===== src/shared/ctm_consts.vh =====
`ifndef CTM_CONSTS_VH
`define CTM_CONSTS_VH

// ----------------------------------------------------------------
// Register addresses
// ----------------------------------------------------------------
`define CTM_ADDR_CTRL0    3'h0
`define CTM_ADDR_CTRL1    3'h1
`define CTM_ADDR_CNT_LO   3'h2
`define CTM_ADDR_CNT_HI   3'h3
`define CTM_ADDR_CMPA_LO  3'h4
`define CTM_ADDR_CMPA_HI  3'h5

// ----------------------------------------------------------------
// First control register fields
// ----------------------------------------------------------------
`define CTM_C0_PAUSE      7
`define CTM_C0_CKSEL_HI   6
`define CTM_C0_CKSEL_LO   4
`define CTM_C0_RUN        3
`define CTM_C0_RP_HI      2
`define CTM_C0_RP_LO      0

// ----------------------------------------------------------------
// Second control register fields
// ----------------------------------------------------------------
`define CTM_C1_MODE_HI    7
`define CTM_C1_MODE_LO    6
`define CTM_C1_IO_HI      5
`define CTM_C1_IO_LO      4
`define CTM_C1_INIT       3
`define CTM_C1_POL        2
`define CTM_C1_DPX        1
`define CTM_C1_CCLR       0

// ----------------------------------------------------------------
// Reset values
// ----------------------------------------------------------------
`define CTM_RST_CTRL0     8'h00
`define CTM_RST_CTRL1     8'h00
`define CTM_RST_CNT       10'h000
`define CTM_RST_CMPA      10'h000
`define CTM_RST_BYTE      8'h00

// ----------------------------------------------------------------
// Clock select codes
// ----------------------------------------------------------------
`define CTM_CK_SYS_DIV4   3'h0
`define CTM_CK_SYS        3'h1
`define CTM_CK_HI_DIV16   3'h2
`define CTM_CK_HI_DIV64   3'h3
`define CTM_CK_TBC        3'h4
`define CTM_CK_NONE       3'h5
`define CTM_CK_EXT_RISE   3'h6
`define CTM_CK_EXT_FALL   3'h7

// ----------------------------------------------------------------
// Mode and output function codes
// ----------------------------------------------------------------
`define CTM_MODE_CMP      2'h0
`define CTM_MODE_RSVD     2'h1
`define CTM_MODE_PWM      2'h2
`define CTM_MODE_TIMER    2'h3
`define CTM_IO_NONE       2'h0
`define CTM_IO_LOW        2'h1
`define CTM_IO_HIGH       2'h2
`define CTM_IO_TOGGLE     2'h3

// ----------------------------------------------------------------
// Prescaler terminal counts
// ----------------------------------------------------------------
`define CTM_DIV4_MASK     6'h03
`define CTM_DIV16_MASK    6'h0f
`define CTM_DIV64_MASK    6'h3f

`endif


===== src/verilog/ctm_top.v =====
`timescale 1ns/1ps
`include "ctm_consts.vh"

module ctm_top (
  // Clock and reset
  input  wire       CLOCK_IN,
  input  wire       RST_N_IN,
  // Register port
  input  wire [2:0] ADDR_IN,
  input  wire [7:0] WR_DATA_IN,
  input  wire       WR_EN_IN,
  input  wire       RD_EN_IN,
  output reg  [7:0] RD_DATA_OUT,
  // Clock sources
  input  wire       TBC_TICK_IN,
  input  wire       EXT_CLOCK_PIN_IN,
  // Timer output pins
  output reg        TIMER_OUTPUT_PIN_OUT,
  output reg        TIMER_OUTPUT_PIN_OE_OUT,
  output reg        TIMER_OUTPUT_PIN_B_OUT,
  output reg        TIMER_OUTPUT_PIN_B_OE_OUT,
  // Match events
  output reg        PERIOD_MATCH_OUT,
  output reg        COMPARE_A_MATCH_OUT
);

  // ----------------------------------------------------------------
  // State
  // ----------------------------------------------------------------
  reg  [7:0] ctrl0_reg;
  reg  [7:0] ctrl1_reg;
  reg  [9:0] count_reg;
  reg  [9:0] cmpa_reg;
  reg  [7:0] hold_reg;
  reg  [5:0] div_reg;
  reg  [2:0] ext_sync_reg;
  reg        ext_lvl_reg;
  reg        out_reg;
  reg        out_next;
  reg  [9:0] count_next;
  reg  [7:0] rd_next;
  reg        tick;

  // ----------------------------------------------------------------
  // Control fields
  // ----------------------------------------------------------------
  wire       pause    = ctrl0_reg[`CTM_C0_PAUSE];
  wire [2:0] cksel    = ctrl0_reg[`CTM_C0_CKSEL_HI:`CTM_C0_CKSEL_LO];
  wire       run      = ctrl0_reg[`CTM_C0_RUN];
  wire [2:0] period   = ctrl0_reg[`CTM_C0_RP_HI:`CTM_C0_RP_LO];
  wire [1:0] mode     = ctrl1_reg[`CTM_C1_MODE_HI:`CTM_C1_MODE_LO];
  wire [1:0] io_fn    = ctrl1_reg[`CTM_C1_IO_HI:`CTM_C1_IO_LO];
  wire       init_lvl = ctrl1_reg[`CTM_C1_INIT];
  wire       pol      = ctrl1_reg[`CTM_C1_POL];
  wire       dpx      = ctrl1_reg[`CTM_C1_DPX];
  wire       cclr     = ctrl1_reg[`CTM_C1_CCLR];

  // ----------------------------------------------------------------
  // Write decode
  // ----------------------------------------------------------------
  wire       wr_c0    = WR_EN_IN && (ADDR_IN == `CTM_ADDR_CTRL0);
  wire       run_rise = wr_c0 && !run && WR_DATA_IN[`CTM_C0_RUN];

  // ----------------------------------------------------------------
  // Decode helper
  // ----------------------------------------------------------------
  function hit;
    input [2:0] addr;
    input [2:0] target;
    begin
      hit = (addr == target);
    end
  endfunction

  // Divider tap is due when every masked bit is set
  function div_due;
    input [5:0] div;
    input [5:0] mask;
    begin
      div_due = ((div & mask) == mask);
    end
  endfunction

  // ----------------------------------------------------------------
  // Prescaler
  // ----------------------------------------------------------------
  // High clock taken as the system clock; one shared divider
  always @(posedge CLOCK_IN) begin
    if (!RST_N_IN) begin
      div_reg <= 6'h00;
    end else begin
      div_reg <= div_reg + 6'h01;
    end
  end

  // ----------------------------------------------------------------
  // External pin synchroniser
  // ----------------------------------------------------------------
  // three stage sync
  always @(posedge CLOCK_IN) begin
    if (!RST_N_IN) begin
      ext_sync_reg <= 3'h0;
    end else begin
      ext_sync_reg <= {ext_sync_reg[1:0], EXT_CLOCK_PIN_IN};
    end
  end

  // Accepted level moves only once stages two and three agree
  wire ext_agree = (ext_sync_reg[1] == ext_sync_reg[2]);
  always @(posedge CLOCK_IN) begin
    if (!RST_N_IN) begin
      ext_lvl_reg <= 1'b0;
    end else if (ext_agree) begin
      ext_lvl_reg <= ext_sync_reg[2];
    end
  end

  // One tick per accepted change; a pin idling high gives one edge after reset
  wire ext_rise  = ext_agree && ext_sync_reg[2] && !ext_lvl_reg;
  wire ext_fall  = ext_agree && !ext_sync_reg[2] && ext_lvl_reg;

  // ----------------------------------------------------------------
  // Count tick selection
  // ----------------------------------------------------------------
  always @* begin
    tick = 1'b0;
    case (cksel)
      `CTM_CK_SYS_DIV4:  tick = div_due(div_reg, `CTM_DIV4_MASK);
      `CTM_CK_SYS:       tick = 1'b1;
      `CTM_CK_HI_DIV16:  tick = div_due(div_reg, `CTM_DIV16_MASK);
      `CTM_CK_HI_DIV64:  tick = div_due(div_reg, `CTM_DIV64_MASK);
      `CTM_CK_TBC:       tick = TBC_TICK_IN;
      `CTM_CK_NONE:      tick = 1'b0;
      `CTM_CK_EXT_RISE:  tick = ext_rise;
      `CTM_CK_EXT_FALL:  tick = ext_fall;
      default:           tick = 1'b0;
    endcase
  end

  wire       advance = tick && run && !pause;

  // ----------------------------------------------------------------
  // Comparators
  // ----------------------------------------------------------------
  // Matches judged on the value the counter is about to reach
  wire [9:0] inc     = count_reg + 10'h001;
  wire       p_match = advance && (inc[9:7] == period) && (inc[6:0] == 7'h00);
  wire       a_match = advance && (inc == cmpa_reg);

  // ----------------------------------------------------------------
  // Counter
  // ----------------------------------------------------------------
  always @* begin
    count_next = count_reg;
    // Run rise outranks counting; clears outrank the increment
    if (run_rise) begin
      count_next = 10'h000;
    end else if (advance) begin
      count_next = inc;
      if (!cclr && p_match) begin
        count_next = 10'h000;
      end
      if (cclr && a_match) begin
        count_next = 10'h000;
      end
    end
  end

  always @(posedge CLOCK_IN) begin
    if (!RST_N_IN) begin
      count_reg <= `CTM_RST_CNT;
    end else begin
      count_reg <= count_next;
    end
  end

  // ----------------------------------------------------------------
  // Match events
  // ----------------------------------------------------------------
  // Period zero matches at overflow, so overflow also flags
  // period event pulse
  always @(posedge CLOCK_IN) begin
    if (!RST_N_IN) begin
      PERIOD_MATCH_OUT <= 1'b0;
    end else begin
      PERIOD_MATCH_OUT <= p_match;
    end
  end

  always @(posedge CLOCK_IN) begin
    if (!RST_N_IN) begin
      COMPARE_A_MATCH_OUT <= 1'b0;
    end else begin
      COMPARE_A_MATCH_OUT <= a_match;
    end
  end

  // ----------------------------------------------------------------
  // Output waveform
  // ----------------------------------------------------------------
  wire [9:0] pwm_period = dpx ? cmpa_reg : {period, 7'h00};
  wire [9:0] pwm_duty   = dpx ? {period, 7'h00} : cmpa_reg;
  // Period of zero means full range, so duty alone decides
  wire       pwm_active = (count_reg < pwm_duty) &&
                          ((pwm_period == 10'h000) || (count_reg < pwm_period));

  always @* begin
    out_next = out_reg;
    if (run_rise && (mode == `CTM_MODE_CMP)) begin
      out_next = init_lvl;
    end else if (mode == `CTM_MODE_CMP) begin
      if (a_match) begin
        case (io_fn)
          `CTM_IO_NONE:   out_next = out_reg;
          `CTM_IO_LOW:    out_next = 1'b0;
          `CTM_IO_HIGH:   out_next = 1'b1;
          `CTM_IO_TOGGLE: out_next = !out_reg;
          default:        out_next = out_reg;
        endcase
      end
    end else if (mode == `CTM_MODE_PWM) begin
      case (io_fn)
        `CTM_IO_NONE:   out_next = 1'b0;
        `CTM_IO_LOW:    out_next = 1'b1;
        `CTM_IO_HIGH:   out_next = pwm_active;
        `CTM_IO_TOGGLE: out_next = pwm_active;
        default:        out_next = 1'b0;
      endcase
    end
  end

  always @(posedge CLOCK_IN) begin
    if (!RST_N_IN) begin
      out_reg <= 1'b0;
    end else begin
      out_reg <= out_next;
    end
  end

  // ----------------------------------------------------------------
  // Pin ownership
  // ----------------------------------------------------------------
  // timer mode frees the pin
  wire pin_used = run && ((mode == `CTM_MODE_CMP) || (mode == `CTM_MODE_PWM));
  wire pin_lvl  = out_next ^ pol;

  always @(posedge CLOCK_IN) begin
    if (!RST_N_IN) begin
      TIMER_OUTPUT_PIN_OE_OUT   <= 1'b0;
      TIMER_OUTPUT_PIN_B_OE_OUT <= 1'b0;
    end else begin
      TIMER_OUTPUT_PIN_OE_OUT   <= pin_used;
      TIMER_OUTPUT_PIN_B_OE_OUT <= pin_used;
    end
  end

  // Level launched with the internal state, no extra lag
  always @(posedge CLOCK_IN) begin
    if (!RST_N_IN) begin
      TIMER_OUTPUT_PIN_OUT   <= 1'b0;
      TIMER_OUTPUT_PIN_B_OUT <= 1'b1;
    end else begin
      TIMER_OUTPUT_PIN_OUT   <= pin_lvl;
      TIMER_OUTPUT_PIN_B_OUT <= !pin_lvl;
    end
  end

  // ----------------------------------------------------------------
  // Register writes
  // ----------------------------------------------------------------
  always @(posedge CLOCK_IN) begin
    if (!RST_N_IN) begin
      ctrl0_reg <= `CTM_RST_CTRL0;
      ctrl1_reg <= `CTM_RST_CTRL1;
      cmpa_reg  <= `CTM_RST_CMPA;
    end else if (WR_EN_IN) begin
      if (hit(ADDR_IN, `CTM_ADDR_CTRL0)) begin
        ctrl0_reg <= WR_DATA_IN;
      end
      if (hit(ADDR_IN, `CTM_ADDR_CTRL1)) begin
        ctrl1_reg <= WR_DATA_IN;
      end
      if (hit(ADDR_IN, `CTM_ADDR_CMPA_HI)) begin
        cmpa_reg <= {WR_DATA_IN[1:0], hold_reg};
      end
    end
  end

  // ----------------------------------------------------------------
  // Holding buffer
  // ----------------------------------------------------------------
  // Shared by both pairs; interleaved access corrupts it
  // Strobes never overlap, so the order below is only a guard
  always @(posedge CLOCK_IN) begin
    if (!RST_N_IN) begin
      hold_reg <= `CTM_RST_BYTE;
    end else if (WR_EN_IN && hit(ADDR_IN, `CTM_ADDR_CMPA_LO)) begin
      hold_reg <= WR_DATA_IN;
    end else if (RD_EN_IN && hit(ADDR_IN, `CTM_ADDR_CNT_HI)) begin
      hold_reg <= count_reg[7:0];
    end else if (RD_EN_IN && hit(ADDR_IN, `CTM_ADDR_CMPA_HI)) begin
      hold_reg <= cmpa_reg[7:0];
    end
  end

  // ----------------------------------------------------------------
  // Register reads
  // ----------------------------------------------------------------
  always @* begin
    // Idle bus reads zero so a late sample sees nothing stale
    rd_next = 8'h00;
    if (RD_EN_IN) begin
      case (ADDR_IN)
        `CTM_ADDR_CTRL0:   rd_next = ctrl0_reg;
        `CTM_ADDR_CTRL1:   rd_next = ctrl1_reg;
        `CTM_ADDR_CNT_LO:  rd_next = hold_reg;
        `CTM_ADDR_CMPA_LO: rd_next = hold_reg;
        `CTM_ADDR_CNT_HI:  rd_next = {6'h00, count_reg[9:8]};
        `CTM_ADDR_CMPA_HI: rd_next = {6'h00, cmpa_reg[9:8]};
        default:           rd_next = 8'h00;
      endcase
    end
  end

  // counter pair has no write path
  always @(posedge CLOCK_IN) begin
    if (!RST_N_IN) begin
      RD_DATA_OUT <= 8'h00;
    end else begin
      RD_DATA_OUT <= rd_next;
    end
  end

endmodule


===== config.mk =====
export PLATFORM = sky130hd
export DESIGN_NAME = ctm_top
export DESIGN_NICKNAME = d
export VERILOG_FILES = /design/src/verilog/ctm_top.v
export VERILOG_INCLUDE_DIRS = /design/src /design/src/shared
export SDC_FILE = /design/constraint.sdc
export NUM_CORES = 1
export LEC_CHECK = 0
export BUFFER_PORTS_ARGS = -buffer_cell sky130_fd_sc_hd__buf_2
export CORE_MARGIN = 2
export CORE_UTILIZATION = 30
export DETAILED_ROUTE_END_ITERATION = 7
export PLACE_DENSITY_LB_ADDON = 0.15
export SLEW_MARGIN = 10
export SYNTH_ARGS = -nofsm -noshare
export SYNTH_HDL_FRONTEND = slang
export SYNTH_SLANG_ARGS = --single-unit

===== constraint.sdc =====
create_clock -name CLOCK_IN -period 3 [get_ports CLOCK_IN]
set_input_delay 0.3 -clock CLOCK_IN [delete_from_list [all_inputs] [get_ports CLOCK_IN]]
set_output_delay 0.3 -clock CLOCK_IN [all_outputs]
set_load 0.01 [all_outputs]

==> flow_metrics.env <==
export IMPL_drv_slew=0
export IMPL_setup_worst_path_end_class="register"
export IMPL_hold_path_depth=2
export IMPL_grt_antenna_before_repair=0
export IMPL_fin_skew_ps=4.67
export IMPL_io_buffers=30
export IMPL_die_y_um=122
export IMPL_worstPathArrival_ps=2980
export IMPL_yosys_warnings=0
export IMPL_postPlaceCellArea_um2=4540
export IMPL_hold_start="EXT_CLOCK_PIN_IN"
export IMPL_detail_route_antenna_nets=0
export IMPL_drt_iter0_drc=226
export IMPL_synth_cell_types=69
export IMPL_hp_class="input port to register"
export IMPL_htree_levels=3
export IMPL_ys_flop_type="dfxtp_1"
export IMPL_synth_nets=559
export IMPL_ys_async_sr_fraction=0
export IMPL_wirelength_mm=12.6
export IMPL_multi_input_area_um2=2670
export IMPL_clk_pin_slew_ps=60
export IMPL_setup_tns_ps=0
export IMPL_period_share=0.920
export IMPL_path_cells="ha_1 > and3_4 > a31oi_1 > nor4_1 > nor4b_2 > and4_4 > nor3_4 > and4b_1 > a221o_1"
export IMPL_stdcell_count=730
export IMPL_worstSetupPathType="register to register"
export IMPL_ir_drop_mv=0.285
export IMPL_fmax_mhz=362
export IMPL_outcome="completed"
export IMPL_r2r_start="count_reg[1]"
export IMPL_fp_coreArea_um2=13800
export IMPL_fin_ws_ps=239
export IMPL_place_gp_congestion=0.868
export IMPL_yosysTopAreaCell="dfxtp_1"
export IMPL_holdPathEnd="ext_sync_reg[0]"
export IMPL_firstDrtPassIters=4
export IMPL_syn_area_um2=4200
export IMPL_required_ps=3220
export IMPL_seq_area_frac_synth=0.324
export IMPL_synth_area_leaders="dfxtp_1 (32%), ha_1 (6.9%), nand2_1 (6.8%)"
export IMPL_cts_sinks=68
export IMPL_wire_per_inst_um=17.2
export IMPL_cp_slowest_cell="nor4b_2"
export IMPL_drc=0
export IMPL_power_density_nw_per_um2=470
export IMPL_cts_buffers=9
export IMPL_worst_slew_pin_slew_ps=669
export IMPL_cts_tree="built"
export IMPL_crit_start="count_reg[1]"
export IMPL_finalHoldViolCount=0
export IMPL_fillers=1483
export IMPL_grt_overflow=0
export IMPL_startpoint_type="register"
export IMPL_synth_enable_flop_cells=0
export IMPL_fin_crit_ps=2760
export IMPL_drive_above_1_share=0.151
export IMPL_grt_pass1_vias=3579
export IMPL_stdcell_area_um2=4860
export IMPL_initial_core_util=0.305
export IMPL_synthCells=519
export IMPL_preCtsSetupSlack_ps=151
export IMPL_clockRootBuffer="clkbuf_16"
export IMPL_die_area_um2=15000
export IMPL_track_usage=0.175
export IMPL_areaGrowthSynthToFinish_pct=15.8
export IMPL_avgSynthCellArea_um2=8.09
export IMPL_crit_path_max_fanout=8
export IMPL_num_io_pins=31
export IMPL_ff2ff_path_depth=9
export IMPL_die_x_um=122
export IMPL_grt_pass1_wl_mm=20.2
export IMPL_viasPerCell=5.27
export IMPL_ys_ff_latch=68
export IMPL_regArea_um2=1360
export IMPL_rsz0062_at_grt="false"
export IMPL_power_leakage_nw=1.84
export IMPL_cts_setup_buffers=0
export IMPL_hpwlAfterDp_mm=9.54
export IMPL_dp_cells=714
export IMPL_cts_buffer_depth=2
export IMPL_drv_cap=0
export IMPL_grt_max_degree=23
export IMPL_rows=43
export IMPL_slew_headroom=0.551
export IMPL_insertion_delay_ps=340
export IMPL_vias=3846
export IMPL_layout_nets=585
export IMPL_r2r_end="count_reg[2]"
export IMPL_max_stage_delay_ps=430
export IMPL_num_antenna_cells=0
export IMPL_netlist_area_leader_share=0.324
export IMPL_setup_violations=0
export IMPL_r2r_slack_ps=240
[worst max-delay path: cells and delay by family, from the launching register on]
family / cells / cell delay [ps]
AO/OA/AOI/OAI: 2 / 380
adder cells (fa/ha/maj): 1 / 370
flip-flops: 1 / 340
AND/OR/NAND/NOR: 6 / 1550
[per-layer routing]
| metal | routed length (um) | vias to the layer above | global-route usage |
|---|---|---|---|
| li1 | - | 1927 | - |
| met5 | 0 | - | 0 |
| met3 | 709 | 17 | 0.0270 |
| met2 | 5730 | 89 | 0.265 |
| met1 | 5880 | 1813 | 0.245 |
| met4 | 231 | 0 | 0.0740 |
[cell usage in the layout, fill, tap and decap left out, types with 3 or more instances in the layout]
master,Yosys,routed
inv_1,6,6
xnor2_1,14,14
a21oi_1,52,52
mux2i_1,15,15
nor4_1,9,9
nand4_1,10,10
o22ai_1,3,3
dfxtp_1,68,66
nand2_1,76,76
and2_1,6,6
buf_4,4,14
clkbuf_16,0,9
nor3_1,11,11
nand3b_1,4,4
nor2b_1,8,8
a311oi_1,3,3
a21o_1,4,4
nand2b_1,13,13
a22oi_1,7,7
xor2_1,6,6
nor2_1,54,54
a2111oi_0,3,3
and3_1,4,4
a211oi_1,8,8
or3_1,5,5
buf_2,5,30
a22o_1,5,5
ha_1,23,23
o21ai_0,11,11
and3_4,3,3
nand3_1,13,13
[Yosys cell counts, types with 10 or more instances]
library cell and count:
nand4_1 10, ha_1 23, nor3_1 11, nor2_1 54, mux2i_1 15, clkbuf_1 18, nand2_1 76, nand3_1 13
xnor2_1 14, o21ai_0 11, a21oi_1 52, dfxtp_1 68, nand2b_1 13
[how the worst max path moves through the flow]
stage | slack (ps) | depth (start not counted) | endpoint
CTS | 140 | 8 | TIMER_OUTPUT_PIN_OUT
detailed placement | 150 | 8 | TIMER_OUTPUT_PIN_OUT
floorplan | 400 | 12 | TIMER_OUTPUT_PIN_OUT
finish | 240 | 9 | count_reg[2]
global route | 60 | 10 | count_reg[2]
global placement | 190 | 10 | TIMER_OUTPUT_PIN_OUT
[cell families (layout without fill, tap and decap cells)]
logic type	count (synthesis)	count (layout)	synth area share
flops	68	68	0.324
xor+xnor	21	21	0.0471
compound gates	120	120	0.192
buf+inv	36	67	0.0408
simple gates	236	236	0.292
mux	15	15	0.0357
fa+ha+maj	23	23	0.0685
[cell type report]
class,count,area share
Clock buffer,10,0.0471
Sequential cell,68,0.280
Tap cell,180,0.0463
Inverter,7,0.00540
Multi-Input combinational cell,415,0.550
Clock inverter,6,0.0183
Timing Repair Buffer,44,0.0525
[timing repair]
| item | 4_1_cts | 5_1_grt |
|---|---|---|
| endpoints found under the setup margin | 0 | 2 |
| gates resized for setup | 0 | 3 |
| hold buffers | 0 | 0 |
[power breakdown]
group          internal (W)  leakage (nW)  switching, W
sequential         0.000922         0.551     0.0000238
clock              0.000728         0.149      0.000423
combinational     0.0000712          1.14      0.000115
[stage by stage]
step | utilization | hold WS, ps | total power [W]
after global placement | 0.329 | 414 | 0.00115
final | 0.353 | 167 | 0.00228
after detailed placement | 0.329 | 419 | 0.00115
after global routing | 0.353 | 187 | 0.00237
after CTS | 0.352 | 164 | 0.00231
after floorplan | - | 412 | 0.00108
Power figures use the tool's default switching activity.
